**config.mk**
```make
export PLATFORM = sky130hd
export DESIGN_NAME = uart_to_spi_packet_bridge
export DESIGN_NICKNAME = d
export VERILOG_FILES = /design/src/hdl/bridge_pkg.sv /design/src/hdl/uart_to_spi_packet_bridge.sv /design/src/hdl/host_serial_port.sv
export SDC_FILE = /design/constraint.sdc
export NUM_CORES = 1
export LEC_CHECK = 0
export BUFFER_PORTS_ARGS = -buffer_cell sky130_fd_sc_hd__buf_2
export CAP_MARGIN = 20
export CORE_MARGIN = 8
export CORE_UTILIZATION = 30
export CTS_BUF_LIST = sky130_fd_sc_hd__clkbuf_2
export CTS_CLUSTER_DIAMETER = 120
export DETAILED_ROUTE_END_ITERATION = 7
export PLACE_DENSITY_LB_ADDON = 0.12
export SETUP_SLACK_MARGIN = 0.2
export SLEW_MARGIN = 25
export SYNTH_ARGS = -nofsm -noshare
export SYNTH_HDL_FRONTEND = slang
export SYNTH_SLANG_ARGS = --single-unit
```
**constraint.sdc**
```tcl
create_clock -name ref_clk -period 9.41 [get_ports ref_clk]
set_clock_uncertainty 0.15 [all_clocks]
set_input_delay 1.882 -clock ref_clk [delete_from_list [all_inputs] [get_ports ref_clk]]
set_output_delay 1.882 -clock ref_clk [all_outputs]
set_load 0.03 [all_outputs]
```
**src/hdl/bridge_pkg.sv**
```systemverilog
// Constants, codes and states shared by the UART to SPI packet bridge.
// Assumes a single 40 MHz clock and a synchronous active-low reset.
package bridge_pkg;
  // ***************************************************************
  // Clock and link timing
  // ***************************************************************
  localparam int CLK_HZ = 40_000_000;
  localparam int BAUD_RATE = 9600;
  localparam int BAUD_DIV = CLK_HZ / BAUD_RATE; // Bit period rounds down
  localparam int SPI_HALF = 4; // Cycles per SCLK half period, 5 MHz
  localparam int GAP_TIMEOUT_MS = 10; // Longest gap between packet bytes
  localparam int GAP_TIMEOUT_CYC = (CLK_HZ / 1000) * GAP_TIMEOUT_MS;

  // ***************************************************************
  // Packet format
  // ***************************************************************
  localparam logic [7:0] START_CODE = 8'hf8;
  localparam logic [7:0] READ_CODE = 8'hfa;
  localparam logic [7:0] WRITE_CODE = 8'hfb;
  localparam logic [7:0] DUMMY_BYTE = 8'h00;
  localparam int HDR_BYTES = 2;
  localparam logic [4:0] RW_POS = 5'h00;
  localparam logic [4:0] LEN_POS = 5'h01;
  localparam logic [7:0] MAX_PAYLOAD = 8'h10;
  localparam int BUF_DEPTH = 16 + HDR_BYTES;
  localparam int TX_REQ_LEVEL = 2;
  localparam int RX_REQ_LEVEL = 1;

  // ***************************************************************
  // Error codes, ASCII digits so a terminal can show them
  // ***************************************************************
  localparam logic [7:0] ERR_NONE = 8'h30;
  localparam logic [7:0] ERR_TIMEOUT = 8'h31;
  localparam logic [7:0] ERR_PARITY = 8'h32;
  localparam logic [7:0] ERR_OVERFLOW = 8'h33;
  localparam logic [7:0] ERR_FULL = 8'h34;
  localparam logic [7:0] ERR_UNDERFLOW = 8'h35;
  localparam logic [7:0] ERR_SPI_FAULT = 8'h36;

  typedef enum logic [2:0] {
    ST_IDLE = 3'b000,
    ST_DIR = 3'b001,
    ST_LEN = 3'b010,
    ST_DATA = 3'b011,
    ST_SPI = 3'b100,
    ST_REPLY = 3'b101,
    ST_ERR = 3'b110
  } bridge_state_t;
endpackage

```
**src/hdl/uart_to_spi_packet_bridge.sv**
```systemverilog
// Packet bridge: UART command packets in, SPI controller transfers out.
// Assumes one 40 MHz clock; all serial pins are asynchronous to it.
//
// Summary of operation
// - While idle, drop every byte until the start code arrives.
// - First header byte picks read or write; other values are refused.
// - Second header byte is N, the SPI byte count.
// - Read: send N dummy bytes on SPI, capture the N returned bytes.
// - Write: take exactly N data bytes and shift them out in order.
// - Payload at most 16 bytes; buffer holds payload plus header.
// - Host link at 9600 baud; each received byte raises one event.
// - SPI controller; rx request at one or more, tx request at two or fewer.
// - Each fault class stores its own distinct error code.
// - SPI fault sets the error flag and stops remaining bytes.
// - Stored error code is sent back to the host over UART.
`timescale 1ns/100ps
`default_nettype none
module uart_to_spi_packet_bridge #(
  parameter int BAUD_DIV = bridge_pkg::BAUD_DIV,
  parameter int TIMEOUT_CYC = bridge_pkg::GAP_TIMEOUT_CYC
) (
  input wire logic ref_clk,
  input wire logic rst_n,
  input wire logic uart_rx_pin,
  output logic uart_tx_pin,
  output logic spi_sclk,
  output logic spi_mosi,
  output logic spi_cs_n,
  input wire logic spi_miso,
  input wire logic spi_fault,
  output logic spi_rx_req,
  output logic spi_tx_req,
  output logic error_flag,
  output logic [7:0] error_code,
  output logic busy
);
  import bridge_pkg::*;

  bridge_state_t state_r, state_nxt;
  logic [7:0] pkt_mem [BUF_DEPTH];
  logic mem_we;
  logic [4:0] mem_addr;
  logic [7:0] mem_wdata;
  logic rx_valid, rx_frame_err, tx_start, tx_busy;
  logic [7:0] rx_data, tx_data;
  logic [4:0] len_r, len_nxt, idx_r, idx_nxt, cnt_r, cnt_nxt;
  logic is_read_r, is_read_nxt;
  logic [7:0] err_r, err_nxt;
  logic err_flag_r, err_flag_nxt;
  logic [19:0] gap_r, gap_nxt;
  logic miso_m_r, miso_s_r, flt_m_r, flt_s_r;
  logic spi_act_r, spi_act_nxt, sclk_r, sclk_nxt, cs_n_r, cs_n_nxt;
  logic [7:0] sh_r, sh_nxt, rsh_r, rsh_nxt;
  logic [2:0] bit_r, bit_nxt;
  logic [2:0] hc_r, hc_nxt;
  logic byte_done, spi_load;

  // ***************************************************************
  // Host UART
  // ***************************************************************
  host_serial_port #(.BAUD_DIV(BAUD_DIV)) host_serial_port (
    .ref_clk(ref_clk),
    .rst_n(rst_n),
    .rx_pin(uart_rx_pin),
    .tx_pin(uart_tx_pin),
    .rx_valid(rx_valid),
    .rx_data(rx_data),
    .rx_frame_err(rx_frame_err),
    .tx_start(tx_start),
    .tx_data(tx_data),
    .tx_busy(tx_busy)
  );

  // Synchronisers for the SPI-side pins
  always_ff @(posedge ref_clk) begin
    if (!rst_n) begin
      miso_m_r <= 1'b0;
      miso_s_r <= 1'b0;
      flt_m_r <= 1'b0;
      flt_s_r <= 1'b0;
    end else begin
      miso_m_r <= spi_miso;
      miso_s_r <= miso_m_r;
      flt_m_r <= spi_fault;
      flt_s_r <= flt_m_r;
    end
  end

  // ***************************************************************
  // Packet state machine
  // ***************************************************************
  // One byte per SPI load; next byte waits for the previous to finish
  assign spi_load = (state_r == ST_SPI) && !spi_act_r && !flt_s_r && (idx_r < len_r);
  // Reply and error bytes go out one at a time, only when the UART is free
  assign tx_start = !tx_busy && ((state_r == ST_ERR) ||
                    ((state_r == ST_REPLY) && (cnt_r < len_r)));
  assign tx_data = (state_r == ST_ERR) ? err_r : pkt_mem[5'(HDR_BYTES) + cnt_r];

  always_comb begin
    state_nxt = state_r;
    len_nxt = len_r;
    idx_nxt = idx_r;
    cnt_nxt = cnt_r;
    is_read_nxt = is_read_r;
    err_nxt = err_r;
    err_flag_nxt = err_flag_r;
    mem_we = 1'b0;
    mem_addr = RW_POS;
    mem_wdata = rx_data;
    gap_nxt = rx_valid ? 20'h00000 : gap_r + 20'h00001;
    unique case (state_r)
      ST_IDLE: begin
        idx_nxt = 5'h00;
        cnt_nxt = 5'h00;
        if (rx_valid && rx_data == START_CODE) begin
          state_nxt = ST_DIR;
          err_flag_nxt = 1'b0;
        end
      end
      ST_DIR: begin
        if (rx_valid) begin
          mem_we = 1'b1;
          mem_addr = RW_POS;
          if (rx_data == READ_CODE || rx_data == WRITE_CODE) begin
            is_read_nxt = (rx_data == READ_CODE);
            state_nxt = ST_LEN;
          end else begin
            err_nxt = ERR_UNDERFLOW;
            state_nxt = ST_ERR;
          end
        end
      end
      ST_LEN: begin
        if (rx_valid) begin
          mem_we = 1'b1;
          mem_addr = LEN_POS;
          if (rx_data > MAX_PAYLOAD) begin
            err_nxt = ERR_FULL;
            state_nxt = ST_ERR;
          end else begin
            len_nxt = rx_data[4:0];
            state_nxt = (is_read_r || rx_data == 8'h00) ? ST_SPI : ST_DATA;
          end
        end
      end
      ST_DATA: begin
        if (rx_valid) begin
          mem_we = 1'b1;
          mem_addr = 5'(HDR_BYTES) + cnt_r;
          cnt_nxt = cnt_r + 5'h01;
          if (cnt_r + 5'h01 == len_r) begin
            state_nxt = ST_SPI;
          end
        end
      end
      ST_SPI: begin
        if (byte_done) begin
          mem_we = is_read_r;
          mem_addr = 5'(HDR_BYTES) + idx_r;
          mem_wdata = rsh_r;
          idx_nxt = idx_r + 5'h01;
        end
        if (flt_s_r) begin
          err_nxt = ERR_SPI_FAULT;
          state_nxt = ST_ERR;
        end else if (rx_valid) begin
          err_nxt = ERR_OVERFLOW;
          state_nxt = ST_ERR;
        end else if (!spi_act_r && idx_r == len_r) begin
          cnt_nxt = 5'h00;
          state_nxt = is_read_r ? ST_REPLY : ST_IDLE;
        end
      end
      ST_REPLY: begin
        if (tx_start) begin
          cnt_nxt = cnt_r + 5'h01;
        end
        if (!tx_busy && cnt_r == len_r) begin
          state_nxt = ST_IDLE;
        end
      end
      ST_ERR: begin
        err_flag_nxt = 1'b1;
        if (tx_start) begin
          state_nxt = ST_IDLE;
        end
      end
      default: begin
        state_nxt = ST_IDLE;
      end
    endcase
    // framing and gap faults while a packet is open
    if (state_r == ST_DIR || state_r == ST_LEN || state_r == ST_DATA) begin
      if (rx_frame_err) begin
        err_nxt = ERR_PARITY;
        state_nxt = ST_ERR;
        mem_we = 1'b0;
      end else if (gap_r >= 20'(TIMEOUT_CYC)) begin
        err_nxt = ERR_TIMEOUT;
        state_nxt = ST_ERR;
        mem_we = 1'b0;
      end
    end
  end

  always_ff @(posedge ref_clk) begin
    if (!rst_n) begin
      state_r <= ST_IDLE;
      len_r <= 5'h00;
      idx_r <= 5'h00;
      cnt_r <= 5'h00;
      is_read_r <= 1'b0;
      err_r <= ERR_NONE;
      err_flag_r <= 1'b0;
      gap_r <= 20'h00000;
    end else begin
      state_r <= state_nxt;
      len_r <= len_nxt;
      idx_r <= idx_nxt;
      cnt_r <= cnt_nxt;
      is_read_r <= is_read_nxt;
      err_r <= err_nxt;
      err_flag_r <= err_flag_nxt;
      gap_r <= gap_nxt;
    end
  end

  // Packet buffer; contents need no reset
  always_ff @(posedge ref_clk) begin
    if (mem_we) begin
      pkt_mem[mem_addr] <= mem_wdata;
    end
  end

  // ***************************************************************
  // SPI controller, mode 0, MSB first
  // ***************************************************************
  assign byte_done = spi_act_r && sclk_r && hc_r == 3'h0 && bit_r == 3'h7;

  always_comb begin
    spi_act_nxt = spi_act_r;
    sclk_nxt = sclk_r;
    sh_nxt = sh_r;
    rsh_nxt = rsh_r;
    bit_nxt = bit_r;
    hc_nxt = hc_r;
    cs_n_nxt = (state_nxt != ST_SPI);
    if (spi_load) begin
      // write bytes in order, dummy bytes on read
      sh_nxt = is_read_r ? DUMMY_BYTE : pkt_mem[5'(HDR_BYTES) + idx_r];
      spi_act_nxt = 1'b1;
      bit_nxt = 3'h0;
      hc_nxt = 3'(SPI_HALF - 1);
    end else if (spi_act_r) begin
      if (hc_r != 3'h0) begin
        hc_nxt = hc_r - 3'h1;
      end else begin
        hc_nxt = 3'(SPI_HALF - 1);
        sclk_nxt = ~sclk_r;
        if (!sclk_r) begin
          rsh_nxt = {rsh_r[6:0], miso_s_r};
        end else begin
          sh_nxt = {sh_r[6:0], 1'b0};
          bit_nxt = bit_r + 3'h1;
          spi_act_nxt = (bit_r != 3'h7);
        end
      end
    end
  end

  always_ff @(posedge ref_clk) begin
    if (!rst_n) begin
      spi_act_r <= 1'b0;
      sclk_r <= 1'b0;
      cs_n_r <= 1'b1;
      sh_r <= 8'h00;
      rsh_r <= 8'h00;
      bit_r <= 3'h0;
      hc_r <= 3'h0;
    end else begin
      spi_act_r <= spi_act_nxt;
      sclk_r <= sclk_nxt;
      cs_n_r <= cs_n_nxt;
      sh_r <= sh_nxt;
      rsh_r <= rsh_nxt;
      bit_r <= bit_nxt;
      hc_r <= hc_nxt;
    end
  end

  // ***************************************************************
  // Outputs
  // ***************************************************************
  assign spi_sclk = sclk_r;
  assign spi_mosi = sh_r[7];
  assign spi_cs_n = cs_n_r;
  // request thresholds on bytes pending each way
  assign spi_tx_req = (state_r == ST_SPI) && ((len_r - idx_r) <= 5'(TX_REQ_LEVEL));
  assign spi_rx_req = is_read_r && ((idx_r - cnt_r) >= 5'(RX_REQ_LEVEL)) &&
                      (state_r == ST_SPI || state_r == ST_REPLY);
  assign error_flag = err_flag_r;
  assign error_code = err_r;
  assign busy = (state_r != ST_IDLE);
endmodule
`default_nettype wire

```
**src/hdl/host_serial_port.sv**
```systemverilog
// Host-facing UART: 8 data bits, no parity, one stop bit.
// Assumes rx_pin is asynchronous; tx_start is only raised while tx_busy is low.
`timescale 1ns/100ps
`default_nettype none
module host_serial_port #(
  parameter int BAUD_DIV = bridge_pkg::BAUD_DIV
) (
  input wire logic ref_clk,
  input wire logic rst_n,
  input wire logic rx_pin,
  output logic tx_pin,
  output logic rx_valid,
  output logic [7:0] rx_data,
  output logic rx_frame_err,
  input wire logic tx_start,
  input wire logic [7:0] tx_data,
  output logic tx_busy
);
  import bridge_pkg::*;

  logic rx_m_r, rx_s_r;
  logic [15:0] rx_cnt_r, rx_cnt_nxt, tx_cnt_r, tx_cnt_nxt;
  logic [3:0] rx_bit_r, rx_bit_nxt, tx_bit_r, tx_bit_nxt;
  logic [7:0] rx_sh_r, rx_sh_nxt;
  logic [9:0] tx_sh_r, tx_sh_nxt;
  logic rx_act_r, rx_act_nxt, tx_act_r, tx_act_nxt;
  logic rx_valid_r, rx_valid_nxt, rx_err_r, rx_err_nxt;

  // ***************************************************************
  // Receiver
  // ***************************************************************
  // Two-stage synchroniser; only rx_s_r is looked at
  always_ff @(posedge ref_clk) begin
    if (!rst_n) begin
      rx_m_r <= 1'b1;
      rx_s_r <= 1'b1;
    end else begin
      rx_m_r <= rx_pin;
      rx_s_r <= rx_m_r;
    end
  end

  // Sample mid-bit; start bit counted as bit 0, stop bit as bit 9
  always_comb begin
    rx_cnt_nxt = rx_cnt_r;
    rx_bit_nxt = rx_bit_r;
    rx_sh_nxt = rx_sh_r;
    rx_act_nxt = rx_act_r;
    rx_valid_nxt = 1'b0;
    rx_err_nxt = 1'b0;
    if (!rx_act_r) begin
      if (!rx_s_r) begin
        rx_act_nxt = 1'b1;
        rx_cnt_nxt = 16'((BAUD_DIV / 2) - 1);
        rx_bit_nxt = 4'h0;
      end
    end else if (rx_cnt_r != 16'h0000) begin
      rx_cnt_nxt = rx_cnt_r - 16'h0001;
    end else begin
      rx_cnt_nxt = 16'(BAUD_DIV - 1);
      rx_bit_nxt = rx_bit_r + 4'h1;
      if (rx_bit_r == 4'h0) begin
        rx_act_nxt = ~rx_s_r; // Glitch, not a real start bit
      end else if (rx_bit_r == 4'h9) begin
        rx_act_nxt = 1'b0;
        rx_valid_nxt = rx_s_r;
        rx_err_nxt = ~rx_s_r;
      end else begin
        rx_sh_nxt = {rx_s_r, rx_sh_r[7:1]};
      end
    end
  end

  always_ff @(posedge ref_clk) begin
    if (!rst_n) begin
      rx_cnt_r <= 16'h0000;
      rx_bit_r <= 4'h0;
      rx_sh_r <= 8'h00;
      rx_act_r <= 1'b0;
      rx_valid_r <= 1'b0;
      rx_err_r <= 1'b0;
    end else begin
      rx_cnt_r <= rx_cnt_nxt;
      rx_bit_r <= rx_bit_nxt;
      rx_sh_r <= rx_sh_nxt;
      rx_act_r <= rx_act_nxt;
      rx_valid_r <= rx_valid_nxt;
      rx_err_r <= rx_err_nxt;
    end
  end

  assign rx_valid = rx_valid_r;
  assign rx_data = rx_sh_r;
  assign rx_frame_err = rx_err_r;

  // ***************************************************************
  // Transmitter
  // ***************************************************************
  always_comb begin
    tx_cnt_nxt = tx_cnt_r;
    tx_bit_nxt = tx_bit_r;
    tx_sh_nxt = tx_sh_r;
    tx_act_nxt = tx_act_r;
    if (!tx_act_r) begin
      if (tx_start) begin
        tx_act_nxt = 1'b1;
        tx_sh_nxt = {1'b1, tx_data, 1'b0};
        tx_cnt_nxt = 16'(BAUD_DIV - 1);
        tx_bit_nxt = 4'h0;
      end
    end else if (tx_cnt_r != 16'h0000) begin
      tx_cnt_nxt = tx_cnt_r - 16'h0001;
    end else begin
      tx_cnt_nxt = 16'(BAUD_DIV - 1);
      tx_sh_nxt = {1'b1, tx_sh_r[9:1]};
      tx_bit_nxt = tx_bit_r + 4'h1;
      if (tx_bit_r == 4'h9) begin
        tx_act_nxt = 1'b0;
      end
    end
  end

  always_ff @(posedge ref_clk) begin
    if (!rst_n) begin
      tx_cnt_r <= 16'h0000;
      tx_bit_r <= 4'h0;
      tx_sh_r <= 10'h3ff;
      tx_act_r <= 1'b0;
    end else begin
      tx_cnt_r <= tx_cnt_nxt;
      tx_bit_r <= tx_bit_nxt;
      tx_sh_r <= tx_sh_nxt;
      tx_act_r <= tx_act_nxt;
    end
  end

  assign tx_pin = tx_sh_r[0];
  assign tx_busy = tx_act_r;
endmodule
`default_nettype wire

```
; ---- Word level (Yosys, flattened, before mapping)
; Memory sizes are Yosys's and may differ from the RTL's.
; Index checks and enable logic that the tools add are counted.
[totals]
ff_bits = 141
ram_bits = 144
in_bits = 5
out_inout_bits = 16
elab_cells = 232
mem_count = 1
[op_classes]
n_addsub = 13
magnitude_cmp = 6
eq_ne = 28
mux = 89
bitwise = 10
n_reduce_logical = 53
[mem_list]
columns = name, words, word_bits, rd, rd_ports_with_merged_regs, write_ports, line
row1 = pkt_mem, 18, 8, 2, 0, 1, uart_to_spi_packet_bridge.sv:40  ; logic [7:0] pkt_mem [BUF_DEPTH];
[op_table]
columns = operator, n
row1 = 2-to-1 mux 8 bit, 17
row2 = 2-to-1 mux 16 bit, 6
row3 = 2-to-1 mux 3 bit, 18
row4 = 2-to-1 mux 5 bit, 8
row5 = nonzero test 16 bit, 2
row6 = "subtractor 16 x 1 -> 16 bit, second input constant", 2
row7 = 2-to-1 mux 10 bit, 3
row8 = "== test 8 bit, second input constant", 3
row9 = 2-to-1 mux 4 bit, 6
row10 = one-hot mux 8 bit (3 select lines), 1
row11 = 2-to-1 mux 1 bit, 22
row12 = one-hot mux 3 bit (7 select lines), 1
row13 = "adder 20 x 1 -> 20 bit, second input constant", 1
row14 = ">= comparator 20 x 19 -> 1 bit, second input constant", 1
row15 = one-hot mux 5 bit (4 select lines), 1
row16 = "!= test 2 bit, second input constant", 9
row17 = == test 5 bit, 3
row18 = one-hot mux 5 bit (3 select lines), 1
row19 = AND reduction 3 bit, 5
row20 = logical AND 1 bit, 14
row21 = "== test 3 bit, second input constant", 4
row22 = "adder 2 x 5 -> 5 bit, first input constant", 2
row23 = "adder 5 x 1 -> 5 bit, second input constant", 2
row24 = less-than comparator 5 bit, 2
row25 = other kinds (30), 65

; ---- Logic depth before layout (Yosys ltp)
; Gate-level depths: netlist of run 1.
[depth]
depth_word = 10
ltp_mapped = 11
ltp_nobuf = 9

; ---- Modules after synthesis
; Synthesis of run 1 repeated with hierarchy kept, for this count alone.
[hier_totals]
hier_cells = 1308
hier_area_um2 = 14478.9
[by_module_without_submodules]
columns = module, instances, cells_per_inst, area_per_inst_um2, seq_area_each_um2
row1 = uart_to_spi_packet_bridge, 1, 948, 11417.2, 5865.6
row2 = host_serial_port, 1, 360, 3061.7, 1261.2

; ---- Worst setup path before layout of run 1
; Ideal clock, no wire load.
[synth_path]
path_type = register to output
startpoint = register idx_r[1]
endpoint = output port spi_tx_req
t_arrival_ns = 2.956
t_required_ns = 7.378
setup_slack_ns = 4.422
stages_incl_launch_ff = 9
n_path_buf = 2
path_cell_list = dfxtp_1 clkbuf_1 buf_1 inv_1 fa_1 a21o_1 a21oi_1 xnor2_1 nor4_1
[synth_via]
elab_chain_len = 3
[synth_rtl]
columns = element, line
row1 = from (decl), uart_to_spi_packet_bridge.sv:46  ; logic [4:0] len_r, len_nxt, idx_r, idx_nxt, cnt_r, cnt_nxt;
row2 = from (signal assigned), uart_to_spi_packet_bridge.sv:219  ; idx_r <= idx_nxt;
row3 = subtractor 5 bit, uart_to_spi_packet_bridge.sv:298  ; assign spi_tx_req = (state_r == ST_SPI) && ((len_r - idx_r) <= 5'(TX_REQ_LEVEL));
row4 = less-or-equal comparator 5 x 2 -> 1 bit, uart_to_spi_packet_bridge.sv:298
row5 = logical AND 1 bit, uart_to_spi_packet_bridge.sv:298
row6 = to (decl), uart_to_spi_packet_bridge.sv:32  ; output logic spi_tx_req,
; Every way passes these cells.

; ---- Final worst setup path of run 1
[layout_path]
startpoint = register idx_r[0]
endpoint = output port spi_rx_req
[layout_via]
elab_chain_len = 4
[layout_rtl]
columns = element, line
row1 = subtractor 5 bit, uart_to_spi_packet_bridge.sv:299  ; assign spi_rx_req = is_read_r && ((idx_r - cnt_r) >= 5'(RX_REQ_LEVEL)) &&
row2 = >= comparator 5 x 1 -> 1 bit, uart_to_spi_packet_bridge.sv:299
row3 = logical AND 1 bit (2 in series), uart_to_spi_packet_bridge.sv:299
row4 = to (decl), uart_to_spi_packet_bridge.sv:31  ; output logic spi_rx_req,
; Every way passes these cells.

==> results of run 1 <==
state kept, by name (all words and copies together) (netlist names), 8 cells and up:
name / flops
host_serial_port.rx_data: 8
pkt_mem: 144
host_serial_port.rx_cnt_r: 16
host_serial_port.tx_cnt_r: 16
gap_r: 20
host_serial_port.tx_sh_r: 9
rsh_r: 8
error_code: 8
sh_r: 8
synthesized netlist by cell type (7+ instances only):
cell / count / area, um^2
edfxtp_1: 144 / 4320
dfxtp_1: 140 / 2800
nand2_1: 127 / 477
nor2_1: 84 / 315
a21oi_1: 81 / 405
mux4_2: 72 / 1620
nand3_1: 67 / 335
clkbuf_1: 54 / 203
inv_1: 41 / 154
o21ai_0: 36 / 180
mux2i_1: 35 / 350
ha_1: 33 / 413
nor3_1: 29 / 145
xnor2_1: 27 / 236
a211oi_1: 20 / 150
nor4_1: 17 / 106
xor2_1: 17 / 149
a31oi_1: 15 / 93.8
and2_1: 15 / 93.8
or3_1: 15 / 93.8
nand4_1: 13 / 81.3
and3_1: 12 / 75.1
nand2b_1: 12 / 75.1
o211ai_1: 12 / 90.1
buf_2: 11 / 55.1
a21o_1: 9 / 67.6
o311ai_0: 9 / 78.8
or4_1: 9 / 67.6
nor2b_1: 8 / 50.1
a311oi_1: 7 / 61.3
nand3b_1: 7 / 52.6
per-layer routing:
layer,global-route usage,up-vias,wire [um]
met3,0.0337,73,1720
met2,0.236,240,19300
li1,-,5125,-
met5,0,-,0
met1,0.202,5274,20000
met4,0.0601,0,1170
worst paths after layout:
kind / start / to / slack [ns]
worst min register to register: flt_m_r$_SDFF_PN0_ / flt_s_r$_SDFF_PN0_ / 0.27
worst min-delay path: flt_m_r$_SDFF_PN0_ / flt_s_r$_SDFF_PN0_ / 0.27
worst max-delay path: idx_r[0]$_SDFFE_PN0P_ / spi_rx_req / 3.28
worst max register to register: state_r[2]$_SDFF_PN0_ / pkt_mem[5][4]$_DFFE_PP_ / 5.22
per-stage QoR:
| step | area, um^2 | setup slack (ns) | util | cells |
|---|---|---|---|---|
| finish | 15900 | 3.28 | 0.333 | 2019 |
| global route | 15900 | 2.78 | 0.333 | 2019 |
| CTS | 15900 | 2.99 | 0.333 | 2017 |
| detailed placement | 15200 | 4.21 | 0.318 | 1882 |
| global placement | 15200 | 4.23 | 0.318 | 1882 |
| floorplan | 14500 | 4.42 | - | 1303 |
worst max-delay path, cell delays in order (launching register included):
cell     delay [ns]
dfxtp_2        0.87
buf_4          0.53
inv_1          0.17
ha_1           0.23
inv_1          0.08
fa_1           0.21
a21o_1         0.12
a21oi_1        0.07
xnor2_1        0.13
nor4b_1        0.27
a21oi_1        0.17
buf_2          0.21
final cells by class:
class / count / area, um^2 / share of cell area
flip-flops and latches: 284 / 7130 / 0.449
multi-input cells: 904 / 6930 / 0.436
well taps: 615 / 769 / 0.0484
clock buffers: 114 / 571 / 0.0359
repair buffers: 36 / 220 / 0.0139
inverters: 43 / 161 / 0.0102
clock inverters: 21 / 108 / 0.00677
diodes: 2 / 5.00 / 0.000315
cells by family (layout without fill, tap and decap cells):
group                      Yosys count  after routing  synth area share
and+or+nand+nor                    450            450             0.157
DFF                                284            284             0.492
AOI/OAI and AO/OA                  267            267             0.125
buffers and inverters              115            214            0.0315
muxes                              108            108             0.137
xor gates and xnor gates            44             44            0.0266
adders and majority gates           35             35            0.0313
other                                0              2                 0
power by group:
part	total (mW)	internal, mW	switching [mW]	leakage (nW)
clock	0.880	0.348	0.532	0.524
combinational	0.126	0.0457	0.0805	2.39
sequential	1.31	1.30	0.0135	2.54
==> metrics.yaml, run 1 <==
insertion_delay_ns: 1.02
post_cts_resized: 0
grt_pass1_wl_um: 65500
drv_slew: 0
worst_ep_required_time_ns: 7.38
grt-ovfl-total: 0
syn_nets: 1343
crit_fanout: 24
synth_area_per_cell_um2: 11.1
wl_per_cell_um: 20.9
port_buffers: 20
antenna_found_initial: 2
final_cell_mix: "144 x edfxtp_1, 137 x dfxtp_1, 127 x nand2_1"
syn_to_final_growth_pct: 9.65
rows: 80
vias_per_cell: 5.31
critPathArrivalTime_ns: 4.10
worstSetupPathType: "reg2out"
post-cts-setup-buffers: 0
drc_errors: 0
grt_pass1_vias: 10818
die_h_um: 236
start_util: 0.304
vdd_drop_max_mv: 0.0798
cts_buffer_depth: 3
htreeDepth: 3
reg2reg_depth: 5
fmax_mhz: 163
synth_area_um2: 14500
syn_inst: 1303
synth_ff_type: "edfxtp_1"
gp_congestion: 0.801
core_um2: 47700
ant_nets: 0
drive_above_1_share: 0.185
synth_seq_cells: 284
slew_headroom: 0.355
cts_hold_buf: 0
cts.sinks: 284
hold_path.class: "reg2reg"
dieArea_um2: 55600
grt_use_total: 0.151
die_w_um: 236
finalSetupViolations: 0
drt-total-wl_um: 42200
hold_path_depth: 1
tns_ns: 0
io_pins: 21
final_common_cell: "edfxtp_1"
p_per_area_nw_per_um2: 146
fillers: 4863
ys_seq_area_frac: 0.492
grt_max_degree: 61
dpl.hpwl_um: 28700
cts_tree: "done"
dr.first_iter.drc_count: 613
worst_slew_pin_slew_ns: 0.968
root_buffer: "clkbuf_2"
rsz0062_at_grt: "no"
synth-warning-count: 0
async_flop_share: 0
leakagePower_nw: 5.45
synth-edff-count: 144
fin_crit_sh: 0.652
endpoint_kind: "output pin"
start_kind: "register"
period_minus_slack_ns: 6.13
holdWs_ns: 0.268
routed-via-count: 10712
drt-pass1-iter-count: 5
power_mw: 2.32
synthDistinctLibCells: 83
finalHoldViolations: 0
cts_buffers: 83
path_clk_slew_ns: 0.11
maxCapViolCount: 0
outcome: "finished, final reports clean"
nets: 1392
Power figures use the tool's default switching activity.
==> run 2, diff against run 1 <==
Clock period 9.41 ns to 5.84 ns, I/O delays scaled along.
==> metrics.yaml, run 2 (same netlist as run 1, synthesis figures left out) <==
drive_above_1_share: 0.187  # +0.00183
fin_crit_sh: 0.826
slew_headroom: 0.313  # -0.0417
vias_per_cell: 5.35  # +0.76%
htreeDepth: 3  # unchanged
register_area_um2: 7130  # unchanged
finalSetupViolations: 0  # unchanged
leakagePower_nw: 5.48  # +0.48%
drv_slew: 0  # unchanged
endpoint_kind: "output pin"
grt_max_degree: 58  # -4.9%
path_clk_slew_ns: 0.09  # -0.02 ns
grt-ovfl-total: 0  # unchanged
final_cells: 2017  # -0.099%
final_common_cell: "edfxtp_1"
cts_tree: "done"
hold_path_depth: 1  # unchanged
cts_hold_buf: 0  # unchanged
crit_fanout: 35  # +46%
antenna_found_initial: 2  # unchanged
maxCapViolCount: 0  # unchanged
ant_nets: 0  # unchanged
post-cts-setup-buffers: 0  # unchanged
multiInputGateArea_um2: 6920  # -0.11%
vdd_drop_max_mv: 0.101  # +26%
critPathArrivalTime_ns: 3.51  # -0.59 ns
dr.first_iter.drc_count: 720  # +17%
p_per_area_nw_per_um2: 245  # +68%
final_cell_mix: "144 x edfxtp_1, 137 x dfxtp_1, 127 x nand2_1"
hold_path.class: "reg2reg"
wl_per_cell_um: 21.0  # +0.63%
fmax_mhz: 207
die_h_um: 236  # unchanged
top_register: "pkt_mem"
reg2reg_depth: 5  # unchanged
rows: 80  # unchanged
grt_pass1_wl_um: 65600  # about the same
syn_to_final_growth_pct: 10.2
routed-via-count: 10783  # +0.66%
root_buffer: "clkbuf_2"
cts.sinks: 284  # unchanged
dieArea_um2: 55600  # unchanged
tns_ns: 0  # unchanged
start_util: 0.304  # unchanged
nets: 1387  # -0.36%
largestRegisters: "pkt_mem: 144 flops, gap_r: 20 flops"
largest_reg_flops: 144  # unchanged
grt_pass1_vias: 10783  # -0.32%
worst_ep_required_time_ns: 4.52  # -2.86 ns
drt-pass1-iter-count: 7  # +2
cts_buffer_depth: 3  # unchanged
finalHoldViolations: 0  # unchanged
cts_buffers: 80  # -3.6%
outcome: "finished, final reports clean"
dpl.hpwl_um: 29200  # +1.5%
port_buffers: 20  # unchanged
drt-total-wl_um: 42400  # +0.53%
fillers: 4859  # -0.082%
dpl.cell_count: 1880  # -0.11%
period_minus_slack_ns: 4.83
io_pins: 21  # unchanged
start_kind: "register"
worst_slew_pin_slew_ns: 1.02  # +0.0552 ns
core_um2: 47700  # unchanged
post_cts_resized: 0  # unchanged
die_w_um: 236  # unchanged
worstSetupPathType: "reg2out"
rsz0062_at_grt: "no"
grt_use_total: 0.152  # +0.000642
insertion_delay_ns: 0.99  # -0.03 ns
drc_errors: 0  # unchanged
gp_congestion: 0.839  # +4.7%
run 2: layout make-up:
class,instances,share of cell area
multi-input cells,904,0.433
clock inverters,22,0.0139
flip-flops and latches,284,0.446
inverters,43,0.0101
repair buffers,34,0.0128
diodes,3,0.000470
clock buffers,112,0.0351
well taps,615,0.0482
run 2: final timing paths:
path                         startpoint                       to  slack (ns)
setup / recovery  cnt_r[1]$_SDFFE_PN0P_               spi_rx_req        1.01
setup reg to reg  state_r[2]$_SDFF_PN0_  pkt_mem[1][2]$_DFFE_PP_        1.74
hold / removal       flt_m_r$_SDFF_PN0_       flt_s_r$_SDFF_PN0_        0.23
hold reg to reg      flt_m_r$_SDFF_PN0_       flt_s_r$_SDFF_PN0_        0.23
run 2: stage by stage:
stage	power (mW)	hold slack (ns)	cell area [um^2]	util	worst slack, ns
after floorplan	2.31	0.236	14500	-	1.57
after global placement	2.36	0.256	15200	0.318	1.86
after detailed placement	2.36	0.253	15200	0.318	1.82
after CTS	4.00	0.0743	16000	0.334	0.812
after global routing	4.12	0.0786	16000	0.335	0.650
final	3.92	0.233	16000	0.335	1.01
run 2: power by group:
part	internal, mW	leakage, nW	switching (mW)	total [mW]
Combinational	0.0739	2.39	0.132	0.206
Clock	0.732	0.571	0.869	1.60
Sequential	2.09	2.52	0.0223	2.11
Total	2.90	5.48	1.02	3.92
run 2: per-layer routing:
metal,GRT usage,share of wire
met1,0.203,0.47
met5,0,0
met4,0.0676,0.036
met2,0.230,0.45
met3,0.0370,0.049
run 2: critical path: stages (launching register included):
cell	delay, ns
dfxtp_2	0.40
buf_4	0.46
inv_1	0.18
fa_1	0.46
a21o_1	0.18
a21oi_1	0.17
xnor2_1	0.09
nor4b_1	0.29
a21oi_1	0.11
buf_2	0.20
